File: config.mk
export PLATFORM = sky130hd
export DESIGN_NAME = mrf_stream_host
export DESIGN_NICKNAME = d
export VERILOG_FILES = /design/src/common/mrf_pkg.sv /design/src/hw/mrf_stream_host.sv /design/src/hw/mrf_word_mem.sv
export SDC_FILE = /design/constraint.sdc
export NUM_CORES = 2
export LEC_CHECK = 0
export ABC_AREA = 0
export BUFFER_PORTS_ARGS = -buffer_cell sky130_fd_sc_hd__clkbuf_2
export CAP_MARGIN = 10
export CORE_ASPECT_RATIO = 0.9
export CORE_MARGIN = 2
export CORE_UTILIZATION = 41
export DETAILED_ROUTE_END_ITERATION = 7
export GPL_TIMING_DRIVEN = 0
export PLACE_DENSITY = 0.69
export SKIP_CTS_REPAIR_TIMING = 1
export SLEW_MARGIN = 20
export SYNTH_ARGS = -nofsm -noshare
export SYNTH_HDL_FRONTEND = slang
export SYNTH_SLANG_ARGS = --single-unit
File: constraint.sdc
create_clock -name clk_in -period 6.93 [get_ports clk_in]
set_input_delay 1.0395 -clock clk_in [delete_from_list [all_inputs] [get_ports clk_in]]
set_output_delay 1.0395 -clock clk_in [all_outputs]
set_load 0.02 [all_outputs]
File: src/common/mrf_pkg.sv
package mrf_pkg;

	// Stream word and buffer geometry
	localparam int unsigned WORD_W   = 16;
	localparam int unsigned MEM_AW   = 6;
	localparam int unsigned MEM_D    = 64;
	localparam int unsigned CNT_W    = 7;

	// Register byte offsets
	localparam logic [7:0] OFS_CTRL   = 8'h00;
	localparam logic [7:0] OFS_LEN    = 8'h04;
	localparam logic [7:0] OFS_TXDATA = 8'h08;
	localparam logic [7:0] OFS_RXDATA = 8'h0c;
	localparam logic [7:0] OFS_STATUS = 8'h10;
	localparam logic [7:0] OFS_CFG    = 8'h14;
	localparam logic [7:0] OFS_HOLD   = 8'h18;
	localparam logic [7:0] OFS_DROP   = 8'h1c;

	// Control bit positions (write one to act)
	localparam int unsigned CTRL_START   = 0;
	localparam int unsigned CTRL_FLUSH   = 1;
	localparam int unsigned CTRL_FRST    = 2;
	localparam int unsigned CTRL_RXCLR   = 3;

	// Configuration field positions
	localparam int unsigned CFG_MODE_LSB  = 0;
	localparam int unsigned CFG_FACT_LSB  = 4;
	localparam int unsigned CFG_CYC_LSB   = 8;
	localparam int unsigned CFG_TAPS_LSB  = 16;
	localparam int unsigned CFG_CHAN_LSB  = 24;

	// Status field positions
	localparam int unsigned ST_SRC_BUSY   = 0;
	localparam int unsigned ST_FLUSHING   = 1;
	localparam int unsigned ST_RX_NE      = 2;
	localparam int unsigned ST_FRST       = 3;
	localparam int unsigned ST_RXCNT_LSB  = 8;
	localparam int unsigned ST_TXCNT_LSB  = 16;

	// Reset values
	localparam logic [31:0] CFG_RESET = 32'h0101_0110;
	localparam logic [6:0]  LEN_RESET = 7'h01;

	// Rate modes
	localparam logic [1:0] MODE_SINGLE = 2'h0;
	localparam logic [1:0] MODE_INTERP = 2'h1;
	localparam logic [1:0] MODE_DECIM  = 2'h2;

	// Timing counts
	localparam logic [1:0] FRST_CYCLES = 2'h2;
	localparam logic [6:0] SINK_MARGIN = 7'h08;

	// Bus answers
	localparam logic [1:0] RESP_OKAY   = 2'h0;
	localparam logic [1:0] RESP_SLVERR = 2'h2;

	// Words driven toward the filter input
	typedef struct packed {
		logic              valid;
		logic              first;
		logic              last;
		logic [WORD_W-1:0] word;
	} mrf_src_t;

	// Words arriving from the filter output
	typedef struct packed {
		logic              req;
		logic              first;
		logic              last;
		logic [WORD_W-1:0] word;
	} mrf_snk_t;

endpackage

File: src/hw/mrf_stream_host.sv
`timescale 1ns/1ps

module mrf_stream_host
	import mrf_pkg::*;
(
	// Clock and reset
	input  wire logic              clk_in,
	input  wire logic              rstn_in,
	// AXI4-Lite write address and data
	input  wire logic [7:0]        s_axi_awaddr_in,
	input  wire logic              s_axi_awvalid_in,
	output logic                   s_axi_awready_out,
	input  wire logic [31:0]       s_axi_wdata_in,
	input  wire logic [3:0]        s_axi_wstrb_in,
	input  wire logic              s_axi_wvalid_in,
	output logic                   s_axi_wready_out,
	// AXI4-Lite write response
	output logic [1:0]             s_axi_bresp_out,
	output logic                   s_axi_bvalid_out,
	input  wire logic              s_axi_bready_in,
	// AXI4-Lite read
	input  wire logic [7:0]        s_axi_araddr_in,
	input  wire logic              s_axi_arvalid_in,
	output logic                   s_axi_arready_out,
	output logic [31:0]            s_axi_rdata_out,
	output logic [1:0]             s_axi_rresp_out,
	output logic                   s_axi_rvalid_out,
	input  wire logic              s_axi_rready_in,
	// Source side, feeding the filter input
	input  wire logic              fin_req_in,
	output logic                   fin_avail_out,
	output mrf_src_t               fin_src_out,
	// Sink side, taking the filter output
	input  wire mrf_snk_t          fout_snk_in,
	output logic                   fout_avail_out,
	// Synchronous reset toward the filter
	output logic                   filt_rst_out
);

	typedef struct packed {
		logic              aw_have;
		logic [7:0]        aw_addr;
		logic              w_have;
		logic [31:0]       w_data;
		logic [3:0]        w_strb;
		logic              bvalid;
		logic [1:0]        bresp;
		logic              rd_pend;
		logic [7:0]        ar_addr;
		logic              rvalid;
		logic [31:0]       rdata;
		logic [1:0]        rresp;
		logic [31:0]       cfg;
		logic [6:0]        src_len;
		logic [MEM_AW-1:0] tx_wr;
		logic [CNT_W-1:0]  tx_cnt;
		logic              src_active;
		logic [CNT_W-1:0]  src_idx;
		mrf_src_t          src;
		logic              flushing;
		logic [19:0]       flush_left;
		logic [1:0]        rst_left;
		logic [MEM_AW-1:0] rx_wr;
		logic [MEM_AW-1:0] rx_rd;
		logic [CNT_W-1:0]  rx_cnt;
		logic [15:0]       drop_cnt;
	} mrf_state_t;

	mrf_state_t        st_reg;
	mrf_state_t        st_next;
	logic [1:0]        rst_sync_reg;
	logic              rst_n;
	logic              tx_we;
	logic [WORD_W-1:0] tx_q;
	logic              rx_we;
	logic [WORD_W-1:0] rx_q;
	logic              ctrl_wr;
	logic              rx_pop;

	// Input hold per sample the filter needs, in clocks
	function automatic logic [11:0] hold_cycles(input logic [31:0] cfg);
		logic [7:0] cyc;
		logic [3:0] fac;
		cyc = cfg[CFG_CYC_LSB +: 8];
		fac = cfg[CFG_FACT_LSB +: 4];
		if (cfg[CFG_MODE_LSB +: 2] == MODE_INTERP)
			hold_cycles = 12'(cyc) * 12'(fac);
		else
			hold_cycles = {4'h0, cyc};
	endfunction

	// Output spacing in decimation, in clocks
	function automatic logic [11:0] out_period(input logic [31:0] cfg);
		// Operands widened first, or the product loses its upper bits
		out_period = 12'(cfg[CFG_CYC_LSB +: 8]) * 12'(cfg[CFG_FACT_LSB +: 4]);
	endfunction

	// Byte-lane merge for register writes
	function automatic logic [31:0] merge(input logic [31:0] old_v, input logic [31:0] new_v,
		input logic [3:0] strb);
		for (int i = 0; i < 4; i++)
			merge[8*i +: 8] = strb[i] ? new_v[8*i +: 8] : old_v[8*i +: 8];
	endfunction

	// Reset release through two flops
	always_ff @(posedge clk_in or negedge rstn_in)
	begin
		if (!rstn_in)
			rst_sync_reg <= 2'h0;
		else
			rst_sync_reg <= {rst_sync_reg[0], 1'b1};
	end
	assign rst_n = rst_sync_reg[1];

	// Samples queued by software for the filter input
	mrf_word_mem u_tx_mem (
		.clk_in    (clk_in),
		.we_in     (tx_we),
		.waddr_in  (st_reg.tx_wr),
		.wdata_in  (st_reg.w_data[WORD_W-1:0]),
		.raddr_in  (st_next.src_idx[MEM_AW-1:0]),
		.rdata_out (tx_q)
	);

	// Results collected from the filter output
	mrf_word_mem u_rx_mem (
		.clk_in    (clk_in),
		.we_in     (rx_we),
		.waddr_in  (st_reg.rx_wr),
		.wdata_in  (fout_snk_in.word),
		.raddr_in  (st_reg.rx_rd),
		.rdata_out (rx_q)
	);

	// Write happens once both address and data are held
	assign ctrl_wr = st_reg.aw_have && st_reg.w_have && !st_reg.bvalid;
	assign tx_we   = ctrl_wr && st_reg.aw_addr == OFS_TXDATA && st_reg.w_strb[1:0] != 2'h0
		&& st_reg.tx_cnt < CNT_W'(MEM_D) && !st_reg.src_active;
	// Only keep words flagged first while a request is up
	assign rx_we   = fout_snk_in.req && fout_snk_in.first && st_reg.rx_cnt < CNT_W'(MEM_D);
	assign rx_pop  = st_reg.rd_pend && st_reg.ar_addr == OFS_RXDATA && st_reg.rx_cnt != '0;

	// Next-state logic for bus, source and sink
	always_comb
	begin
		st_next = st_reg;

		// Address and data taken in either order
		if (s_axi_awvalid_in && s_axi_awready_out)
		begin
			st_next.aw_have = 1'b1;
			st_next.aw_addr = s_axi_awaddr_in;
		end
		if (s_axi_wvalid_in && s_axi_wready_out)
		begin
			st_next.w_have = 1'b1;
			st_next.w_data = s_axi_wdata_in;
			st_next.w_strb = s_axi_wstrb_in;
		end
		if (st_reg.bvalid && s_axi_bready_in)
			st_next.bvalid = 1'b0;

		// Sink capture; drops counted once the buffer is full
		if (rx_we)
		begin
			st_next.rx_wr = st_reg.rx_wr + 1'b1;
		end
		else if (fout_snk_in.req && fout_snk_in.first)
		begin
			st_next.drop_cnt = st_reg.drop_cnt + 1'b1;
		end
		st_next.rx_cnt = st_reg.rx_cnt + CNT_W'(rx_we) - CNT_W'(rx_pop);

		// Source side: a request sampled while a packet is active or flushing gets a word next edge
		st_next.src.valid = 1'b0;
		st_next.src.first = 1'b0;
		st_next.src.last  = 1'b0;
		if (st_reg.flushing)
		begin
			// Zeros for taps*channels*cycles clocks clear the past samples
			st_next.flush_left = st_reg.flush_left - 1'b1;
			if (st_reg.flush_left == 20'h1)
				st_next.flushing = 1'b0;
			if (fin_req_in)
			begin
				st_next.src.valid = 1'b1;
				st_next.src.word  = '0;
			end
		end
		else if (st_reg.src_active && fin_req_in)
		begin
			// Packet framed by first and last flags
			st_next.src.valid = 1'b1;
			st_next.src.word  = tx_q;
			st_next.src.first = st_reg.src_idx == '0;
			st_next.src.last  = st_reg.src_idx == st_reg.src_len - 1'b1;
			st_next.src_idx   = st_reg.src_idx + 1'b1;
			if (st_next.src.last)
			begin
				st_next.src_active = 1'b0;
				st_next.tx_cnt     = '0;
				st_next.tx_wr      = '0;
			end
		end

		// Filter reset pulse countdown
		if (st_reg.rst_left != 2'h0)
			st_next.rst_left = st_reg.rst_left - 1'b1;

		// Register writes
		if (ctrl_wr)
		begin
			st_next.aw_have = 1'b0;
			st_next.w_have  = 1'b0;
			st_next.bvalid  = 1'b1;
			st_next.bresp   = RESP_OKAY;
			case (st_reg.aw_addr)
				OFS_CTRL:
				begin
					if (st_reg.w_strb[0] && st_reg.w_data[CTRL_START] && st_reg.src_len != '0
						&& !st_reg.flushing)
					begin
						st_next.src_active = 1'b1;
						st_next.src_idx    = '0;
					end
					if (st_reg.w_strb[0] && st_reg.w_data[CTRL_FLUSH] && !st_reg.src_active)
					begin
						st_next.flush_left = 20'(st_reg.cfg[CFG_TAPS_LSB +: 8])
							* 20'(st_reg.cfg[CFG_CHAN_LSB +: 4]) * 20'(st_reg.cfg[CFG_CYC_LSB +: 8]);
						st_next.flushing   = st_next.flush_left != 20'h0;
					end
					if (st_reg.w_strb[0] && st_reg.w_data[CTRL_FRST])
					begin
						// Held more than one clock for the filter's synchronous reset
						st_next.rst_left   = FRST_CYCLES;
						st_next.src_active = 1'b0;
						st_next.flushing   = 1'b0;
					end
					if (st_reg.w_strb[0] && st_reg.w_data[CTRL_RXCLR])
					begin
						st_next.rx_wr    = '0;
						st_next.rx_rd    = '0;
						st_next.rx_cnt   = '0;
						st_next.drop_cnt = '0;
					end
				end
				OFS_LEN:
				begin
					if (st_reg.w_strb[0] && !st_reg.src_active)
						st_next.src_len = st_reg.w_data[6:0] > 7'(MEM_D) ? 7'(MEM_D) : st_reg.w_data[6:0];
				end
				OFS_TXDATA:
				begin
					if (tx_we)
					begin
						st_next.tx_wr  = st_reg.tx_wr + 1'b1;
						st_next.tx_cnt = st_reg.tx_cnt + 1'b1;
					end
				end
				OFS_CFG:
				begin
					st_next.cfg = merge(st_reg.cfg, st_reg.w_data, st_reg.w_strb);
				end
				OFS_RXDATA, OFS_STATUS, OFS_HOLD, OFS_DROP:
				begin
					st_next.bresp = RESP_OKAY; // Read-only, write ignored
				end
				default:
				begin
					st_next.bresp = RESP_SLVERR;
				end
			endcase
		end

		// Read: address taken, answered on the following edge
		if (s_axi_arvalid_in && s_axi_arready_out)
		begin
			st_next.rd_pend = 1'b1;
			st_next.ar_addr = s_axi_araddr_in;
		end
		if (st_reg.rd_pend)
		begin
			st_next.rd_pend = 1'b0;
			st_next.rvalid  = 1'b1;
			st_next.rresp   = RESP_OKAY;
			st_next.rdata   = '0;
			case (st_reg.ar_addr)
				OFS_CTRL:   st_next.rdata = '0;
				OFS_LEN:    st_next.rdata = {25'h0, st_reg.src_len};
				OFS_TXDATA: st_next.rdata = '0;
				OFS_RXDATA:
				begin
					if (rx_pop)
					begin
						st_next.rdata = {16'h0, rx_q};
						st_next.rx_rd = st_reg.rx_rd + 1'b1;
					end
				end
				OFS_STATUS:
				begin
					st_next.rdata[ST_SRC_BUSY] = st_reg.src_active;
					st_next.rdata[ST_FLUSHING] = st_reg.flushing;
					st_next.rdata[ST_RX_NE]    = st_reg.rx_cnt != '0;
					st_next.rdata[ST_FRST]     = st_reg.rst_left != 2'h0;
					st_next.rdata[ST_RXCNT_LSB +: 8] = {1'b0, st_reg.rx_cnt};
					st_next.rdata[ST_TXCNT_LSB +: 8] = {1'b0, st_reg.tx_cnt};
				end
				OFS_CFG:    st_next.rdata = st_reg.cfg;
				OFS_HOLD:   st_next.rdata = {4'h0, out_period(st_reg.cfg), 4'h0, hold_cycles(st_reg.cfg)};
				OFS_DROP:   st_next.rdata = {16'h0, st_reg.drop_cnt};
				default:    st_next.rresp = RESP_SLVERR;
			endcase
		end
		if (st_reg.rvalid && s_axi_rready_in)
			st_next.rvalid = 1'b0;
	end

	// One register for all state; sequencers idle after reset
	always_ff @(posedge clk_in or negedge rst_n)
	begin
		if (!rst_n)
		begin
			st_reg         <= '0;
			st_reg.cfg     <= CFG_RESET;
			st_reg.src_len <= LEN_RESET;
		end
		else
		begin
			st_reg <= st_next;
		end
	end

	// Bus handshakes; one write and one read in flight
	assign s_axi_awready_out = !st_reg.aw_have && !st_reg.bvalid;
	assign s_axi_wready_out  = !st_reg.w_have && !st_reg.bvalid;
	assign s_axi_bvalid_out  = st_reg.bvalid;
	assign s_axi_bresp_out   = st_reg.bresp;
	assign s_axi_arready_out = !st_reg.rd_pend && !st_reg.rvalid;
	assign s_axi_rvalid_out  = st_reg.rvalid;
	assign s_axi_rdata_out   = st_reg.rdata;
	assign s_axi_rresp_out   = st_reg.rresp;

	// Availability flags toward the filter
	assign fin_avail_out  = st_reg.src_active || st_reg.flushing;
	// Margin leaves room for words sent after the flag falls
	assign fout_avail_out = st_reg.rx_cnt < CNT_W'(MEM_D) - SINK_MARGIN;
	assign fin_src_out    = st_reg.src;
	assign filt_rst_out   = st_reg.rst_left != 2'h0;

endmodule

File: src/hw/mrf_word_mem.sv
`timescale 1ns/1ps

module mrf_word_mem
	import mrf_pkg::*;
(
	// Clock
	input  wire logic              clk_in,
	// Write port
	input  wire logic              we_in,
	input  wire logic [MEM_AW-1:0] waddr_in,
	input  wire logic [WORD_W-1:0] wdata_in,
	// Read port, data one cycle after address
	input  wire logic [MEM_AW-1:0] raddr_in,
	output logic      [WORD_W-1:0] rdata_out
);

	logic [WORD_W-1:0] mem_reg [MEM_D];

	// No reset on contents, like any block memory
	always_ff @(posedge clk_in)
	begin
		if (we_in)
		begin
			mem_reg[waddr_in] <= wdata_in;
		end
		rdata_out <= mem_reg[raddr_in];
	end

endmodule

==> results.sh <==
export IMPL_yosysUniqueCellTypes=88
export IMPL_min_period_over_period_pct=110.6
export IMPL_yosysTopAreaCell="edfxtp_1"
export IMPL_grt_start_max_net_pins=72
export IMPL_maxSlewHeadroom_pct=10.44
export IMPL_antenna_found_initial=25
export IMPL_gp_congestion=1.035
export IMPL_status="finished with violations"
export IMPL_end_kind="register"
export IMPL_synth_edf_count=2048
export IMPL_die_y_um=462.6
export IMPL_synth_async_reset_ratio_pct=9.957
export IMPL_vdd_drop_max_v=0.0004362
export IMPL_grt_pass1_vias=57395
export IMPL_yosysTopAreaCellShare_pct=64.18
export IMPL_hpwl_um=205900
export IMPL_final_cell_area_um2=111000
export IMPL_fmax_mhz=130.5
export IMPL_seqPwrFrac_pct=51.4
export IMPL_swShare_pct=26.06
export IMPL_cts_root_buf="clkbuf_16"
export IMPL_clkSinkCount=2310
export IMPL_mostFrequentLayoutCells="edfxtp_1 (2,048), nand2_1 (421), mux4_2 (347)"
export IMPL_final_common_cell="edfxtp_1"
export IMPL_overflow=0
export IMPL_leakagePower_nw=36.60
export IMPL_seq_area_frac_synth_pct=70.86
export IMPL_setup_tns_ns=-2.877
export IMPL_pwr_density_cell_nw_per_um2=301.7
export IMPL_n_fill_cell=19156
export IMPL_ff_latch_area_um2=67970
export IMPL_cap_violations=0
export IMPL_vias=59352
export IMPL_ant_nets=1
export IMPL_crit_type="register to register"
export IMPL_drt_pass1_iter_count=8
export IMPL_wl_per_cell_um=31.75
export IMPL_fin_crit_ns=7.662
export IMPL_fp_dieW_um=513.6
export IMPL_viasPerCell=6.218
export IMPL_finalMaxSlewViolations=0
export IMPL_p_comb_share_pct=12.5
export IMPL_yosys_warnings=0
export IMPL_worstPathArrival_ns=8.37
export IMPL_rows=168
export IMPL_ys_top_cells_by_area="edfxtp_1 (64%), mux4_2 (8.2%), dfrtp_1 (5.9%)"
export IMPL_clockBufferDepth=3
export IMPL_track_usage_pct=24.95
export IMPL_internal_power_w=0.02477
export IMPL_core_um2=232700
export IMPL_hold_viol_final=0
export IMPL_area_growth_syn_to_layout_pct=15.84
export IMPL_violations="antenna rules, DRC, setup timing"
export IMPL_drc_errors=1
export IMPL_synthesis_area_um2=95830
export IMPL_worst_path_max_fanout=10
export IMPL_stdcell_count=9545
export IMPL_initial_core_util_pct=41.18
export IMPL_switchingPower_w=0.008729
export IMPL_htreeDepth=4
export IMPL_start_kind="register"
export IMPL_syn_inst=5771
export IMPL_finClkSkew_ns=0.09860
export IMPL_power_frac_clock_pct=36.1
export IMPL_rsz0062_at_grt="yes"
export IMPL_drive_above_1_share_pct=22.25
export IMPL_clk_latency_ns=0.90
export IMPL_die_area_um2=237600
export IMPL_portBuffers=137
export IMPL_cts_made_buffers=218
export IMPL_worst_slack_ns=-0.7316
export IMPL_holdCritPathClass="register to asynchronous set/reset pin"
export IMPL_routed_wl_um=303100
export IMPL_path_clk_slew_ns=0.07
export IMPL_grt_pass1_wl_um=424100
export IMPL_avgSynthCellArea_um2=16.60
export IMPL_cp_data_required_time_ns=7.64
export IMPL_synth_seq_cells=2310
export IMPL_drt_iter0_markers=9933
export IMPL_cts_tree="built"
export IMPL_ioPinCount=142
export IMPL_dp_cells=9099
export IMPL_dpl_instance_area_um2=103200
export IMPL_synth_flop_cell="edfxtp_1"
export IMPL_whs_ns=0.1709
export IMPL_multiInputGateArea_um2=26670
export IMPL_setup_violations=8
export IMPL_worst_slew_pin_slew_ns=1.343
export IMPL_nets=6535
==> final timing paths <==
| path | start | end | slack (ns) | cells past startpoint |
|---|---|---|---|---|
| setup / recovery | st_reg[131] | st_reg[57] | -0.73 | 27 |
| hold / removal | rst_sync_reg[1] | st_reg[26] | 0.17 | 0 |
| setup reg to reg | st_reg[131] | st_reg[57] | -0.73 | 27 |
| hold reg to reg | rst_sync_reg[1] | st_reg[26] | 0.17 | 0 |
| max in group asynchronous | rst_sync_reg[1] | st_reg[121] | 5.44 | 3 |
| min in group clk_in | s_axi_rready_in | s_axi_rvalid_out | 0.33 | 2 |
==> final cells by class <==
cell class,count,share of cell area (%)
clock inverters,149,1.360
repair buffers,289,2.630
diodes,14,0.03156
flip-flops and latches,2310,61.23
plain buffers,397,1.623
inverters,142,0.4802
well taps,3060,3.449
clock buffers,265,5.176
multi-input cells,2919,24.02
==> cells by family after synthesis <==
family | share of synthesized area (%)
other cells | 0.007837
simple gates | 5.628
mux | 10.50
buf+inv | 2.412
compound gates | 6.805
fa+ha+maj | 3.003
flops | 70.86
xor+xnor | 0.7860
==> per-stage QoR <==
stage | util [%] | power [W] | worst slack [ns]
global placement | 43.16 | 0.02126 | -3.889
global route | 47.69 | 0.03435 | -1.027
floorplan | - | 0.01952 | -0.01679
CTS | 47.47 | 0.03348 | -1.049
finish | 47.71 | 0.03350 | -0.7316
detailed placement | 44.35 | 0.02159 | -1.019
==> synth_stat cells, drive strengths merged (21+ instances only) <==
master,n
mux2i,103
nand2,425
fa,85
nor3,67
clkbuf,255
inv,141
dfxtp,32
a31oi,66
nand3,82
mux4,347
xor2,47
nor4,24
nand4,24
nor2,269
o211ai,21
and2,96
ha,94
xnor2,39
o22ai,36
mux2,108
dfrtp,225
and3,36
a22oi,70
a221oi,60
o21ai,183
o221ai,115
a21oi,189
edfxtp,2048
a22o,23
buf,146
a211oi,26
==> power groups by stage <==
stage	Clock (W)	Sequential (W)	Combinational, W
2_1_floorplan	0	0.0174	0.00209
5_1_grt	0.0127	0.0173	0.00440
3_3_place_gp	0	0.0182	0.00301
3_5_place_dp	0	0.0175	0.00411
6_report	0.0121	0.0172	0.00417
4_1_cts	0.0122	0.0172	0.00413
==> worst max-delay path: stages (launching register included) <==
cell and delay (ns):
dfrtp_1 0.48, and2_1 0.20, fa_1 0.51, inv_1 0.05, fa_1 0.49, inv_1 0.05
ha_1 0.32, nor2b_2 0.17, o21ai_2 0.16, a21boi_2 0.11, o21ai_2 0.18, a21boi_2 0.10
o21ai_2 0.22, nor3b_4 0.44, nor3b_2 0.11, fa_1 0.56, fa_1 0.43, fa_1 0.49
inv_1 0.05, fa_1 0.49, inv_2 0.05, ha_4 0.24, and4b_1 0.18, a221o_1 0.35
a22o_1 0.30, o41ai_4 0.40, xnor2_2 0.18, a41oi_2 0.19
==> metal layers <==
metal	GRT usage (%)	routed length (um)	up-vias
met5	0	133	-
met4	10.94	15200	18
met3	9.403	44310	845
met2	35.91	130300	4340
met1	33.70	113100	30427
li1	-	-	23722
Note: power is estimated with default switching activity, not from simulation.
